--- config.mk ---
export PLATFORM = sky130hd
export DESIGN_NAME = io_conditioner
export DESIGN_NICKNAME = d
export VERILOG_FILES = /design/src/logic/iir_lowpass.v /design/src/logic/io_conditioner.v
export VERILOG_INCLUDE_DIRS = /design/src /design/src/logic
export SDC_FILE = /design/constraint.sdc
export NUM_CORES = 2
export LEC_CHECK = 0
export ABC_AREA = 1
export BUFFER_PORTS_ARGS = -buffer_cell sky130_fd_sc_hd__buf_2
export CAP_MARGIN = 25
export CORE_ASPECT_RATIO = 0.8
export CORE_MARGIN = 2
export CORE_UTILIZATION = 45
export DETAILED_ROUTE_END_ITERATION = 16
export SETUP_SLACK_MARGIN = 0.02
export SKIP_LAST_GASP = 1
export SLEW_MARGIN = 10
export SYNTH_ARGS = -nofsm -noshare
export SYNTH_HDL_FRONTEND = slang
export SYNTH_HIERARCHICAL = 1
export SYNTH_SLANG_ARGS = --single-unit
--- constraint.sdc ---
create_clock -name pclk -period 10.8 [get_ports pclk]
set_input_delay 2.16 -clock pclk [delete_from_list [all_inputs] [get_ports pclk]]
set_output_delay 2.16 -clock pclk [all_outputs]
set_load 0.01 [all_outputs]
--- src/logic/io_cond_regs.vh ---
// Summary of operation
// RULE1 - Every analog reading is an unsigned 16-bit code, 0 is 0V, 65535 is 5V.
// RULE2 - High-resolution ports take 14-bit samples near 1kHz, left-justified to 16 bits.
// RULE3 - Low-resolution ports take 6-bit samples near 8kHz, scaled to 16 bits.
// RULE4 - Each analog port has its own low-pass filter shift, values 0 to 15.
// RULE5 - New output is old output times (1-2^-f) plus input times 2^-f.
// RULE6 - A shift of zero bypasses the filter; value equals the newest sample.
// RULE7 - One 8-bit analog output changes only when the host writes a new code.
// RULE8 - Digital inputs report their level and apply pull-up, pull-down or no pull.
// RULE9 - Any port can be a digital output driving the last level the host wrote.
// RULE10 - Gyro port set as analog input enables the integrator with no separate mode.
// RULE11 - Integrator takes one gyro reading every tick of a 512Hz timebase.
// RULE12 - Integrator uses the filtered value when a filter is set, else the raw value.
// RULE13 - Each tick adds the reading and subtracts 32768 from the accumulator.
// RULE14 - The 32-bit accumulator wraps freely with no saturation or error flag.
// RULE15 - Host reads the accumulator often enough that changes stay below half range.
// RULE16 - Host can read a count of 512Hz timebase ticks.
// RULE17 - Host writes the mode of every used port after each device reset.
// RULE18 - Reset puts all ports in a safe default held until the host reconfigures.
// RULE19 - Each port has exactly one mode at a time, changeable at run time.
// RULE20 - Filters update once per new sample at 16-bit precision using arithmetic shifts.
`ifndef IO_COND_REGS_VH
`define IO_COND_REGS_VH

`define CLK_HZ 20000000
`define HI_RATE_HZ 1000
`define LO_RATE_HZ 8000
`define GYRO_RATE_HZ 512
`define HI_SAMPLE_CYCLES (`CLK_HZ / `HI_RATE_HZ)
`define LO_SAMPLE_CYCLES (`CLK_HZ / `LO_RATE_HZ)
`define GYRO_TICK_CYCLES (`CLK_HZ / `GYRO_RATE_HZ)

`define NUM_PORTS 20
`define NUM_HI_CH 8
`define NUM_LO_CH 4
`define NUM_ACH 12
`define HI_BITS 14
`define LO_BITS 6
`define GYRO_CH 7
`define DAC_PORT 12
`define GYRO_MIDSCALE 32'h00008000

`define MODE_DIN 2'h0
`define MODE_DOUT 2'h1
`define MODE_AIN 2'h2
`define MODE_AOUT 2'h3

`define PULL_NONE 2'h0
`define PULL_UP 2'h1
`define PULL_DOWN 2'h2

`define ADDR_MODE_LO 8'h00
`define ADDR_MODE_HI 8'h04
`define ADDR_PULL_LO 8'h08
`define ADDR_PULL_HI 8'h0C
`define ADDR_DOUT 8'h10
`define ADDR_DIN 8'h14
`define ADDR_DAC 8'h18
`define ADDR_GYRO_ACC 8'h1C
`define ADDR_GYRO_TICKS 8'h20
`define ADDR_SHIFT_LO 8'h24
`define ADDR_SHIFT_HI 8'h28
`define ADDR_AVAL_BASE 8'h40

`define RST_MODE 40'h00_0000_0000
`define RST_PULL 40'h00_0000_0000
`define RST_DOUT 20'h00000
`define RST_DAC 8'h00
`define RST_SHIFT 48'h0000_0000_0000

`endif

--- src/logic/iir_lowpass.v ---
`timescale 1ns/1ns
`include "io_cond_regs.vh"

module iir_lowpass (
  input wire pclk, // System clock
  input wire presetn, // Asynchronous reset, active low
  input wire sample_valid, // New converted sample this cycle
  input wire [15:0] sample, // Scaled 16-bit sample
  input wire [3:0] shift, // Filter strength f
  output reg [15:0] value_reg // Filtered value
);

  wire signed [16:0] diff;
  wire signed [16:0] step;
  wire [15:0] value_next;

  // y + (x - y) >>> f equals (1-2^-f)y + 2^-f x and never leaves 0..65535
  assign diff = $signed({1'b0, sample}) - $signed({1'b0, value_reg}); // RULE5
  assign step = diff >>> shift; // RULE20
  // With f = 0 the step is the full difference, so the output is the sample
  assign value_next = value_reg + step[15:0]; // RULE6

  always @(posedge pclk or negedge presetn) begin
    if (!presetn) begin
      value_reg <= 16'h0000;
    end else if (sample_valid) begin
      value_reg <= value_next; // RULE20
    end
  end

endmodule // iir_lowpass

--- src/logic/io_conditioner.v ---
// Implementation choices: the APB interface to the registers and the address map.
`timescale 1ns/1ns
`include "io_cond_regs.vh"

module io_conditioner #(
  parameter HI_SAMPLE_CYCLES = `HI_SAMPLE_CYCLES,
  parameter LO_SAMPLE_CYCLES = `LO_SAMPLE_CYCLES,
  parameter GYRO_TICK_CYCLES = `GYRO_TICK_CYCLES
) (
  input wire pclk, // System clock, 20 MHz
  input wire presetn, // Asynchronous reset, active low
  input wire psel, // APB select
  input wire penable, // APB access phase
  input wire pwrite, // APB direction, high for write
  input wire [7:0] paddr, // APB byte address
  input wire [31:0] pwdata, // APB write data
  output wire pready, // APB ready
  output reg [31:0] prdata, // APB read data
  output reg pslverr, // APB error on unmapped address
  output reg adc_hi_start, // Pulse: start 14-bit conversions
  input wire adc_hi_valid, // Pulse: 14-bit results present
  input wire [111:0] adc_hi_data, // Eight 14-bit results, channel 0 lowest
  output reg adc_lo_start, // Pulse: start 6-bit conversions
  input wire adc_lo_valid, // Pulse: 6-bit results present
  input wire [23:0] adc_lo_data, // Four 6-bit results, channel 8 lowest
  input wire [19:0] dio_in, // Port pin levels
  output reg [19:0] dio_out, // Port drive levels
  output reg [19:0] dio_oe, // Port drive enables, high drives the pin
  output reg [19:0] pull_up_en, // Pull-up resistor enables
  output reg [19:0] pull_down_en, // Pull-down resistor enables
  output reg [7:0] dac_code, // Analog output code
  output reg dac_en, // Analog output driven
  output reg gyro_tick // Pulse: 512Hz integrator tick
);

  reg [39:0] mode_reg;
  reg [39:0] pull_reg;
  reg [19:0] dout_reg;
  reg [19:0] din_reg;
  reg [7:0] dac_reg;
  reg [47:0] shift_reg;
  reg [31:0] gyro_acc_reg;
  reg [31:0] gyro_acc_next;
  reg [31:0] gyro_ticks_reg;
  reg [15:0] gyro_raw_reg;
  reg [31:0] hi_cnt_reg;
  reg [31:0] lo_cnt_reg;
  reg [31:0] tick_cnt_reg;
  reg [15:0] gyro_reading;
  wire [191:0] scaled;
  wire [191:0] filtered;
  wire [11:0] ch_valid;
  wire gyro_enabled;
  wire wr_en;
  wire setup;
  reg [31:0] rd_data;
  reg rd_err;

  // Digital in is the safe mode: nothing is driven until software asks
  function [1:0] port_mode;
    input [39:0] modes;
    input integer port;
    reg [1:0] m;
    begin
      m = modes[2*port +: 2];
      // Only one port owns the converter output; elsewhere the code reads as input
      if (m == `MODE_AOUT && port != `DAC_PORT) begin
        port_mode = `MODE_DIN;
      end else begin
        port_mode = m;
      end
    end
  endfunction

  assign setup = psel && !penable;
  assign wr_en = psel && penable && pwrite;
  assign pready = 1'b1;

  // Conversion pacing
  always @(posedge pclk or negedge presetn) begin
    if (!presetn) begin
      hi_cnt_reg <= 32'h00000000;
      lo_cnt_reg <= 32'h00000000;
      adc_hi_start <= 1'b0;
      adc_lo_start <= 1'b0;
    end else begin
      adc_hi_start <= 1'b0;
      adc_lo_start <= 1'b0;
      if (hi_cnt_reg == HI_SAMPLE_CYCLES - 1) begin
        hi_cnt_reg <= 32'h00000000;
        adc_hi_start <= 1'b1; // RULE2
      end else begin
        hi_cnt_reg <= hi_cnt_reg + 32'h00000001;
      end
      if (lo_cnt_reg == LO_SAMPLE_CYCLES - 1) begin
        lo_cnt_reg <= 32'h00000000;
        adc_lo_start <= 1'b1; // RULE3
      end else begin
        lo_cnt_reg <= lo_cnt_reg + 32'h00000001;
      end
    end
  end

  // Analog channels: 0-7 high resolution, 8-11 low resolution
  genvar ch;
  generate
    for (ch = 0; ch < `NUM_ACH; ch = ch + 1) begin : g_ach
      if (ch < `NUM_HI_CH) begin : g_hi
        wire [13:0] raw;
        assign raw = adc_hi_data[14*ch +: 14];
        assign scaled[16*ch +: 16] = {raw, 2'b00}; // RULE2
        assign ch_valid[ch] = adc_hi_valid;
      end else begin : g_lo
        wire [5:0] raw;
        assign raw = adc_lo_data[6*(ch-`NUM_HI_CH) +: 6];
        // Bit replication maps code 63 to 65535 so full scale stays full scale
        assign scaled[16*ch +: 16] = {raw, raw, raw[5:2]}; // RULE3
        assign ch_valid[ch] = adc_lo_valid;
      end
      iir_lowpass u_filt (
        .pclk(pclk),
        .presetn(presetn),
        .sample_valid(ch_valid[ch]),
        .sample(scaled[16*ch +: 16]),
        .shift(shift_reg[4*ch +: 4]), // RULE4
        .value_reg(filtered[16*ch +: 16])
      );
    end
  endgenerate

  // Port pin drive follows the configured mode of each port
  integer p;
  always @* begin
    dio_out = 20'h00000;
    dio_oe = 20'h00000;
    pull_up_en = 20'h00000;
    pull_down_en = 20'h00000;
    for (p = 0; p < `NUM_PORTS; p = p + 1) begin
      case (port_mode(mode_reg, p))
        `MODE_DOUT: begin
          dio_out[p] = dout_reg[p]; // RULE9
          dio_oe[p] = 1'b1; // RULE9
        end
        `MODE_DIN: begin
          pull_up_en[p] = (pull_reg[2*p +: 2] == `PULL_UP); // RULE8
          pull_down_en[p] = (pull_reg[2*p +: 2] == `PULL_DOWN); // RULE8
        end
        default: begin
          dio_out[p] = 1'b0;
        end
      endcase
    end
    dac_en = (port_mode(mode_reg, `DAC_PORT) == `MODE_AOUT);
    dac_code = dac_reg; // RULE7
  end

  // Gyro integrator
  assign gyro_enabled = (port_mode(mode_reg, 15) == `MODE_AIN); // RULE10

  always @* begin
    if (shift_reg[4*`GYRO_CH +: 4] != 4'h0) begin
      gyro_reading = filtered[16*`GYRO_CH +: 16]; // RULE12
    end else begin
      gyro_reading = gyro_raw_reg; // RULE12
    end
    // Plain 32-bit arithmetic wraps modulo 2^32 by itself
    gyro_acc_next = gyro_acc_reg + {16'h0000, gyro_reading} - `GYRO_MIDSCALE; // RULE13 RULE14
  end

  always @(posedge pclk or negedge presetn) begin
    if (!presetn) begin
      tick_cnt_reg <= 32'h00000000;
      gyro_tick <= 1'b0;
      gyro_ticks_reg <= 32'h00000000;
      gyro_acc_reg <= 32'h00000000;
      gyro_raw_reg <= 16'h0000;
    end else begin
      gyro_tick <= 1'b0;
      if (adc_hi_valid) begin
        gyro_raw_reg <= scaled[16*`GYRO_CH +: 16];
      end
      if (tick_cnt_reg == GYRO_TICK_CYCLES - 1) begin
        tick_cnt_reg <= 32'h00000000;
        gyro_tick <= 1'b1; // RULE11
        gyro_ticks_reg <= gyro_ticks_reg + 32'h00000001; // RULE16
        if (gyro_enabled) begin
          gyro_acc_reg <= gyro_acc_next; // RULE11 RULE14
        end
      end else begin
        tick_cnt_reg <= tick_cnt_reg + 32'h00000001;
      end
    end
  end

  // Register writes
  always @(posedge pclk or negedge presetn) begin
    if (!presetn) begin
      mode_reg <= `RST_MODE; // RULE18
      pull_reg <= `RST_PULL; // RULE18
      dout_reg <= `RST_DOUT; // RULE18
      dac_reg <= `RST_DAC; // RULE18
      shift_reg <= `RST_SHIFT; // RULE18
      din_reg <= 20'h00000;
    end else begin
      din_reg <= dio_in; // RULE8
      if (wr_en) begin
        case (paddr)
          `ADDR_MODE_LO: mode_reg[31:0] <= pwdata; // RULE19
          `ADDR_MODE_HI: mode_reg[39:32] <= pwdata[7:0]; // RULE19
          `ADDR_PULL_LO: pull_reg[31:0] <= pwdata;
          `ADDR_PULL_HI: pull_reg[39:32] <= pwdata[7:0];
          `ADDR_DOUT: dout_reg <= pwdata[19:0];
          `ADDR_DAC: dac_reg <= pwdata[7:0]; // RULE7
          `ADDR_SHIFT_LO: shift_reg[31:0] <= pwdata; // RULE4
          `ADDR_SHIFT_HI: shift_reg[47:32] <= pwdata[15:0]; // RULE4
          default: dac_reg <= dac_reg;
        endcase
      end
    end
  end

  // Read decode; analog values sit at consecutive words from the base
  always @* begin
    rd_data = 32'h00000000;
    rd_err = 1'b0;
    case (paddr)
      `ADDR_MODE_LO: rd_data = mode_reg[31:0];
      `ADDR_MODE_HI: rd_data = {24'h000000, mode_reg[39:32]};
      `ADDR_PULL_LO: rd_data = pull_reg[31:0];
      `ADDR_PULL_HI: rd_data = {24'h000000, pull_reg[39:32]};
      `ADDR_DOUT: rd_data = {12'h000, dout_reg};
      `ADDR_DIN: rd_data = {12'h000, din_reg}; // RULE8
      `ADDR_DAC: rd_data = {24'h000000, dac_reg};
      `ADDR_GYRO_ACC: rd_data = gyro_acc_reg;
      `ADDR_GYRO_TICKS: rd_data = gyro_ticks_reg; // RULE16
      `ADDR_SHIFT_LO: rd_data = shift_reg[31:0];
      `ADDR_SHIFT_HI: rd_data = {16'h0000, shift_reg[47:32]};
      default: begin
        if (paddr[7:6] == 2'b01 && paddr[1:0] == 2'b00 && paddr[5:2] < 4'hC) begin
          rd_data = {16'h0000, filtered[16*paddr[5:2] +: 16]}; // RULE1
        end else begin
          rd_err = 1'b1;
        end
      end
    endcase
  end

  // Read data is captured in the setup cycle so it leaves a flip-flop
  always @(posedge pclk or negedge presetn) begin
    if (!presetn) begin
      prdata <= 32'h00000000;
      pslverr <= 1'b0;
    end else if (setup) begin
      prdata <= pwrite ? 32'h00000000 : rd_data;
      pslverr <= rd_err;
    end else if (!psel) begin
      pslverr <= 1'b0;
    end
  end

endmodule // io_conditioner

# Word-level counts from Yosys, hierarchy flattened
# Cells that the tools add are included.
# word_totals
regBits	578
output_inout_bits	126
word_cells	324
inputBits	203
# op_classes
eq_ne	96
magnitude_cmp	1
muxes	113
n_reduce_logical	39
add_sub_neg	30
n_shift	13
# op_table
operator	n
one-hot mux 32 bit (11 select lines)	1
>>> shifter 17 x 4 -> 16 bit	12
subtractor 16 x 16 -> 17 bit	12
adder 16 bit	12
indexed part select 192 x 9 -> 16 bit	1
adder 32 x 1 -> 32 bit (second input constant)	4
two-way mux 32 bit	4
two-way mux 1 bit	87
equality test 2 x 1 -> 1 bit (second input constant)	41
equality test 2 bit (second input constant)	41
zero test 2 bit	21
two-way mux 2 bit	19
adder 32 x 16 -> 32 bit	1
equality test 32 x 12 -> 1 bit (second input constant)	1
equality test 32 x 15 -> 1 bit (second input constant)	1
equality test 32 x 16 -> 1 bit (second input constant)	1
equality test 8 x 5 -> 1 bit (second input constant)	4
two-way mux 16 bit	2
subtractor 32 x 16 -> 32 bit (second input constant)	1
equality test 8 x 6 -> 1 bit (second input constant)	3
AND reduction 2 bit	9
equality test 8 x 4 -> 1 bit (second input constant)	2
OR reduction 11 bit	1
equality test 8 x 3 -> 1 bit (second input constant)	1
6 further kinds	10

# Logic depth before layout (Yosys ltp)
# logic_depth
word_depth	6
mapped_depth	35

# Hierarchy
# The synthesis kept the hierarchy.
# modules_own_cells
module	area_per_inst_um2	instances	cells_each
iir_lowpass at g_ach[0].u_filt ...	2839.0	11	474
io_conditioner	23256.1	1	3313
iir_lowpass at g_ach[9].u_filt	2874.0	1	471

# Worst setup path before layout
# No wires, ideal clock.
# synth_timing
path_kind	input to register
start	input port adc_lo_data[8]
end	register g_ach[9].u_filt.value_reg[14]
path_stages	34
arrival_time_ps	5656
path_slack_ps	5015
path_cell_list	inv_1 > ha_1 > fa_1 > nand3b_1 > nand2_2 > nand3_2 > nand2_2 > nand2_1 > nand2_2 > xnor2_1 > inv_2 > nand2_1 > nand3_1 > nand3_1 > nand2_1 > nand2_1 > nand2_1 > ha_1 > fa_1 > nand2_1 > nand2_1 > a21oi_1 > o21bai_2 > nand3_1 > nand2_1 > nand2_1 > nand2_1 > nand2_1 > nor2_1 > nand2_1 > nand2_1 > or2_1 > nand3_1 > o21ai_1
# synth_between
elab_chain_cells	3
# synth_rtl
element	line_no	text
start: declaration	io_conditioner.v:25	input wire [23:0] adc_lo_data,
subtractor 16 x 16 -> 17 bit	iir_lowpass.v:18	assign diff = $signed({1'b0, sample}) - $signed({1'b0, value_reg});
>>> shifter 17 x 4 -> 16 bit	iir_lowpass.v:19	assign step = diff >>> shift;
adder 16 bit	iir_lowpass.v:21	assign value_next = value_reg + step[15:0];
end signal: assignment	iir_lowpass.v:27	value_reg <= value_next;
end: declaration	iir_lowpass.v:10	output reg [15:0] value_reg
# No other way between the ends.
# A chain may end at the register's enable or synchronous reset.

# Worst setup path in the final report
# Ends and elaborated chain as after synthesis.

==> metrics.txt <==
worst-skew pair later-pin latency=700 ps; register area share after synthesis=25.2%; antenna violations before repair=18; max reg flops=~190; placed cell count=10820; max frequency=175 MHz; core area=127000 um2; Clock Root Buffer=clkbuf_16; Post-Layout Cell Count=10956; Max rail drop VDD=0.000175 V; die width=403 um; post-layout minimum cycle time=~5700 ps; clock tree from TritonCTS=done; Yosys top cell area share=25.2%; clk_skew=37.4 ps; # resized after CTS=0; TritonRoute pass-1 iters=6; final WL=between 200000 and 250000 um; Rows=117; setup TNS=0 ps; TritonCTS Buffers=72; Final Hold Viols=0; IO buf count=327; Worst path max stage delay=410 ps; CP bufs+invs=3; Seq cells post-synth=578; Slew Limit Fails=0; Initial Util=between 40% and 50%; synthesized area=57400 um2; post-cts hold buffer count=0; fillcell total=~13000; Slew HR=approximately 31%; ANT nets after route=0; drt wl/cell=19.0 um; CP Launch Type=input pin; Tcrit/Tclk final=53.0%; vias per inst=about 5.5; CP arrival=6270 ps; Netlist cell types=61; Worst-path clk slew=60 ps; total grt overflow=0; CP endpoint kind=register; Max H-tree Level=3; Synth async-reset ratio=100%; DRC viols=0; number of global-route vias before repair=~54000; CP max FO=3; Final setup viols=0; largest net degree at the start of global routing=163; GP Congestion=around 1; slowest CP cell=fa_1; status=completed; Longest Clk Path Bufs=3; cell count after synthesis=8998; syn avg cell area=6.37 um2; hpwl dp=~170000 um; DRT iter0 DRCs=between 6000 and 7000; critical path's most frequent cell=nand2_1; Required @ worst endpoint=11340 ps; top cell family by delay on the critical path=simple AND/OR/NAND/NOR gates; yosys warns=6; Worst Hold Class=reg -> reg; die span in y=323 um; PwrDens=around 320 nW/um2; Most used DFF post-synth=dfrtp_1; area delta synth->final=10.1%; unrepaired setup endpoints after global routing=false; setup bufs post-CTS=0; clock sink count=578; nets=9913; post-synth top area cell=dfrtp_1; Post-synth EDFFs=0; ratio of cells with drive above 1 in the final layout=8.35%; Die ar.=roughly 130000 um2; Leakage Power=roughly 34 nW; kind of critical path=in -> reg; max cap viols=0; io pins=around 330; Tightest Pin Transition=1030 ps; Via Count=60186; All-Layer GR Usage=31.1%; first-pass GRT wire length=318000 um; largest cells by area after synthesis=dfrtp_1, nand2_1, ha_1
stage by stage:
step	hold WS, ps	power [mW]	cell area [um2]	utilization [%]	worst slack, ps
floorplan	433	14.3	57400	-	5010
global placement	454	17.5	60600	47.8	4380
detailed placement	459	17.6	60700	47.8	4400
finish	458	20.5	63200	49.8	5080
global route	497	22.6	63200	49.8	4750
CTS	467	20.3	63100	49.7	5120
kinds of logic after synthesis:
family          after synthesis  synth area share, %
simple gates               4797                 35.7
mux                           5               0.0982
compound gates             1450                 14.3
xor+xnor                    319                 4.87
fa+ha+maj                   480                 10.8
buf+inv                    1367                 9.06
other cells                   2               0.0131
flops                       578                 25.2
placed cells by master (no fill, tap or decap), types with 26 or more instances in the layout:
cell,Yosys,routed
nand3_1,792,792
inv_1,1098,1097
buf_2,36,325
o22ai_1,54,54
xor2_1,244,244
o21ai_1,154,154
nor2_1,515,511
nand4_1,87,87
nand2_2,93,95
o211ai_1,32,32
nor4_1,29,28
dfrtp_1,578,578
nand3_2,40,40
ha_1,455,455
nor3_1,103,103
xnor2_1,75,75
nand2_1,2984,2982
or2_1,48,48
clkbuf_16,0,73
a21oi_1,456,456
buf_4,5,42
nand3b_1,26,26
o21ai_0,487,487
a31oi_1,68,68
path summary, 6_finish.rpt:
check / start / endpoint / slack, ps / cells after the start
max in group asynchronous: presetn / gyro_acc_reg[14]$_DFFE_PN0P_ / 7350 / 4
setup reg to reg: g_ach[7].u_filt/value_reg[0]$_DFFE_PN0P_ / g_ach[7].u_filt/value_reg[13]$_DFFE_PN0P_ / 6170 / 26
hold / removal: hi_cnt_reg[0]$_DFF_PN0_ / hi_cnt_reg[0]$_DFF_PN0_ / 460 / 1
setup / recovery: adc_lo_data[8] / g_ach[9].u_filt/value_reg[14]$_DFFE_PN0P_ / 5080 / 35
hold reg to reg: hi_cnt_reg[0]$_DFF_PN0_ / hi_cnt_reg[0]$_DFF_PN0_ / 460 / 1
min in group asynchronous: presetn / g_ach[11].u_filt/value_reg[1]$_DFFE_PN0P_ / 1430 / 1
cell usage after synthesis (103+ instances only):
cell type and number:
dfrtp_1 578, o21ai_0 487, nand2_1 2984, o21ai_1 154, clkbuf_1 189, nand3_1 792, inv_1 1098, nor3_1 103
nor2_1 515, a21oi_1 456, ha_1 455, xor2_1 244
where the power goes:
group          internal, mW  switching (mW)  total (mW)  leakage [nW]
Sequential             2.61           0.720        3.33          7.58
Clock                  1.49            1.06        2.55          1.20
Combinational          5.42            9.19        14.6          24.9
routing by layer:
metal,vias up,GRT usage [%],part of all wire (%)
li1,29852,-,-
met1,28176,45.7,48
met2,1906,47.0,42
met3,240,5.81,7.8
met4,12,6.96,2.2
met5,-,0,0.027
area by class of cell:
| cell class | instances | area, um2 | share of cell area (%) |
|---|---|---|---|
| Timing Repair Buffer | 376 | 2120 | 3.36 |
| Sequential cell | 578 | 14500 | 22.9 |
| Clock buffer | 98 | 2060 | 3.26 |
| Antenna cell | 8 | 20.0 | 0.0317 |
| Inverter | 1126 | 4230 | 6.69 |
| Tap cell | 1666 | 2080 | 3.30 |
| Clock inverter | 28 | 363 | 0.574 |
| Multi-Input combinational cell | 7076 | 37800 | 59.9 |
No activity file was read; power rests on OpenSTA's default activity.
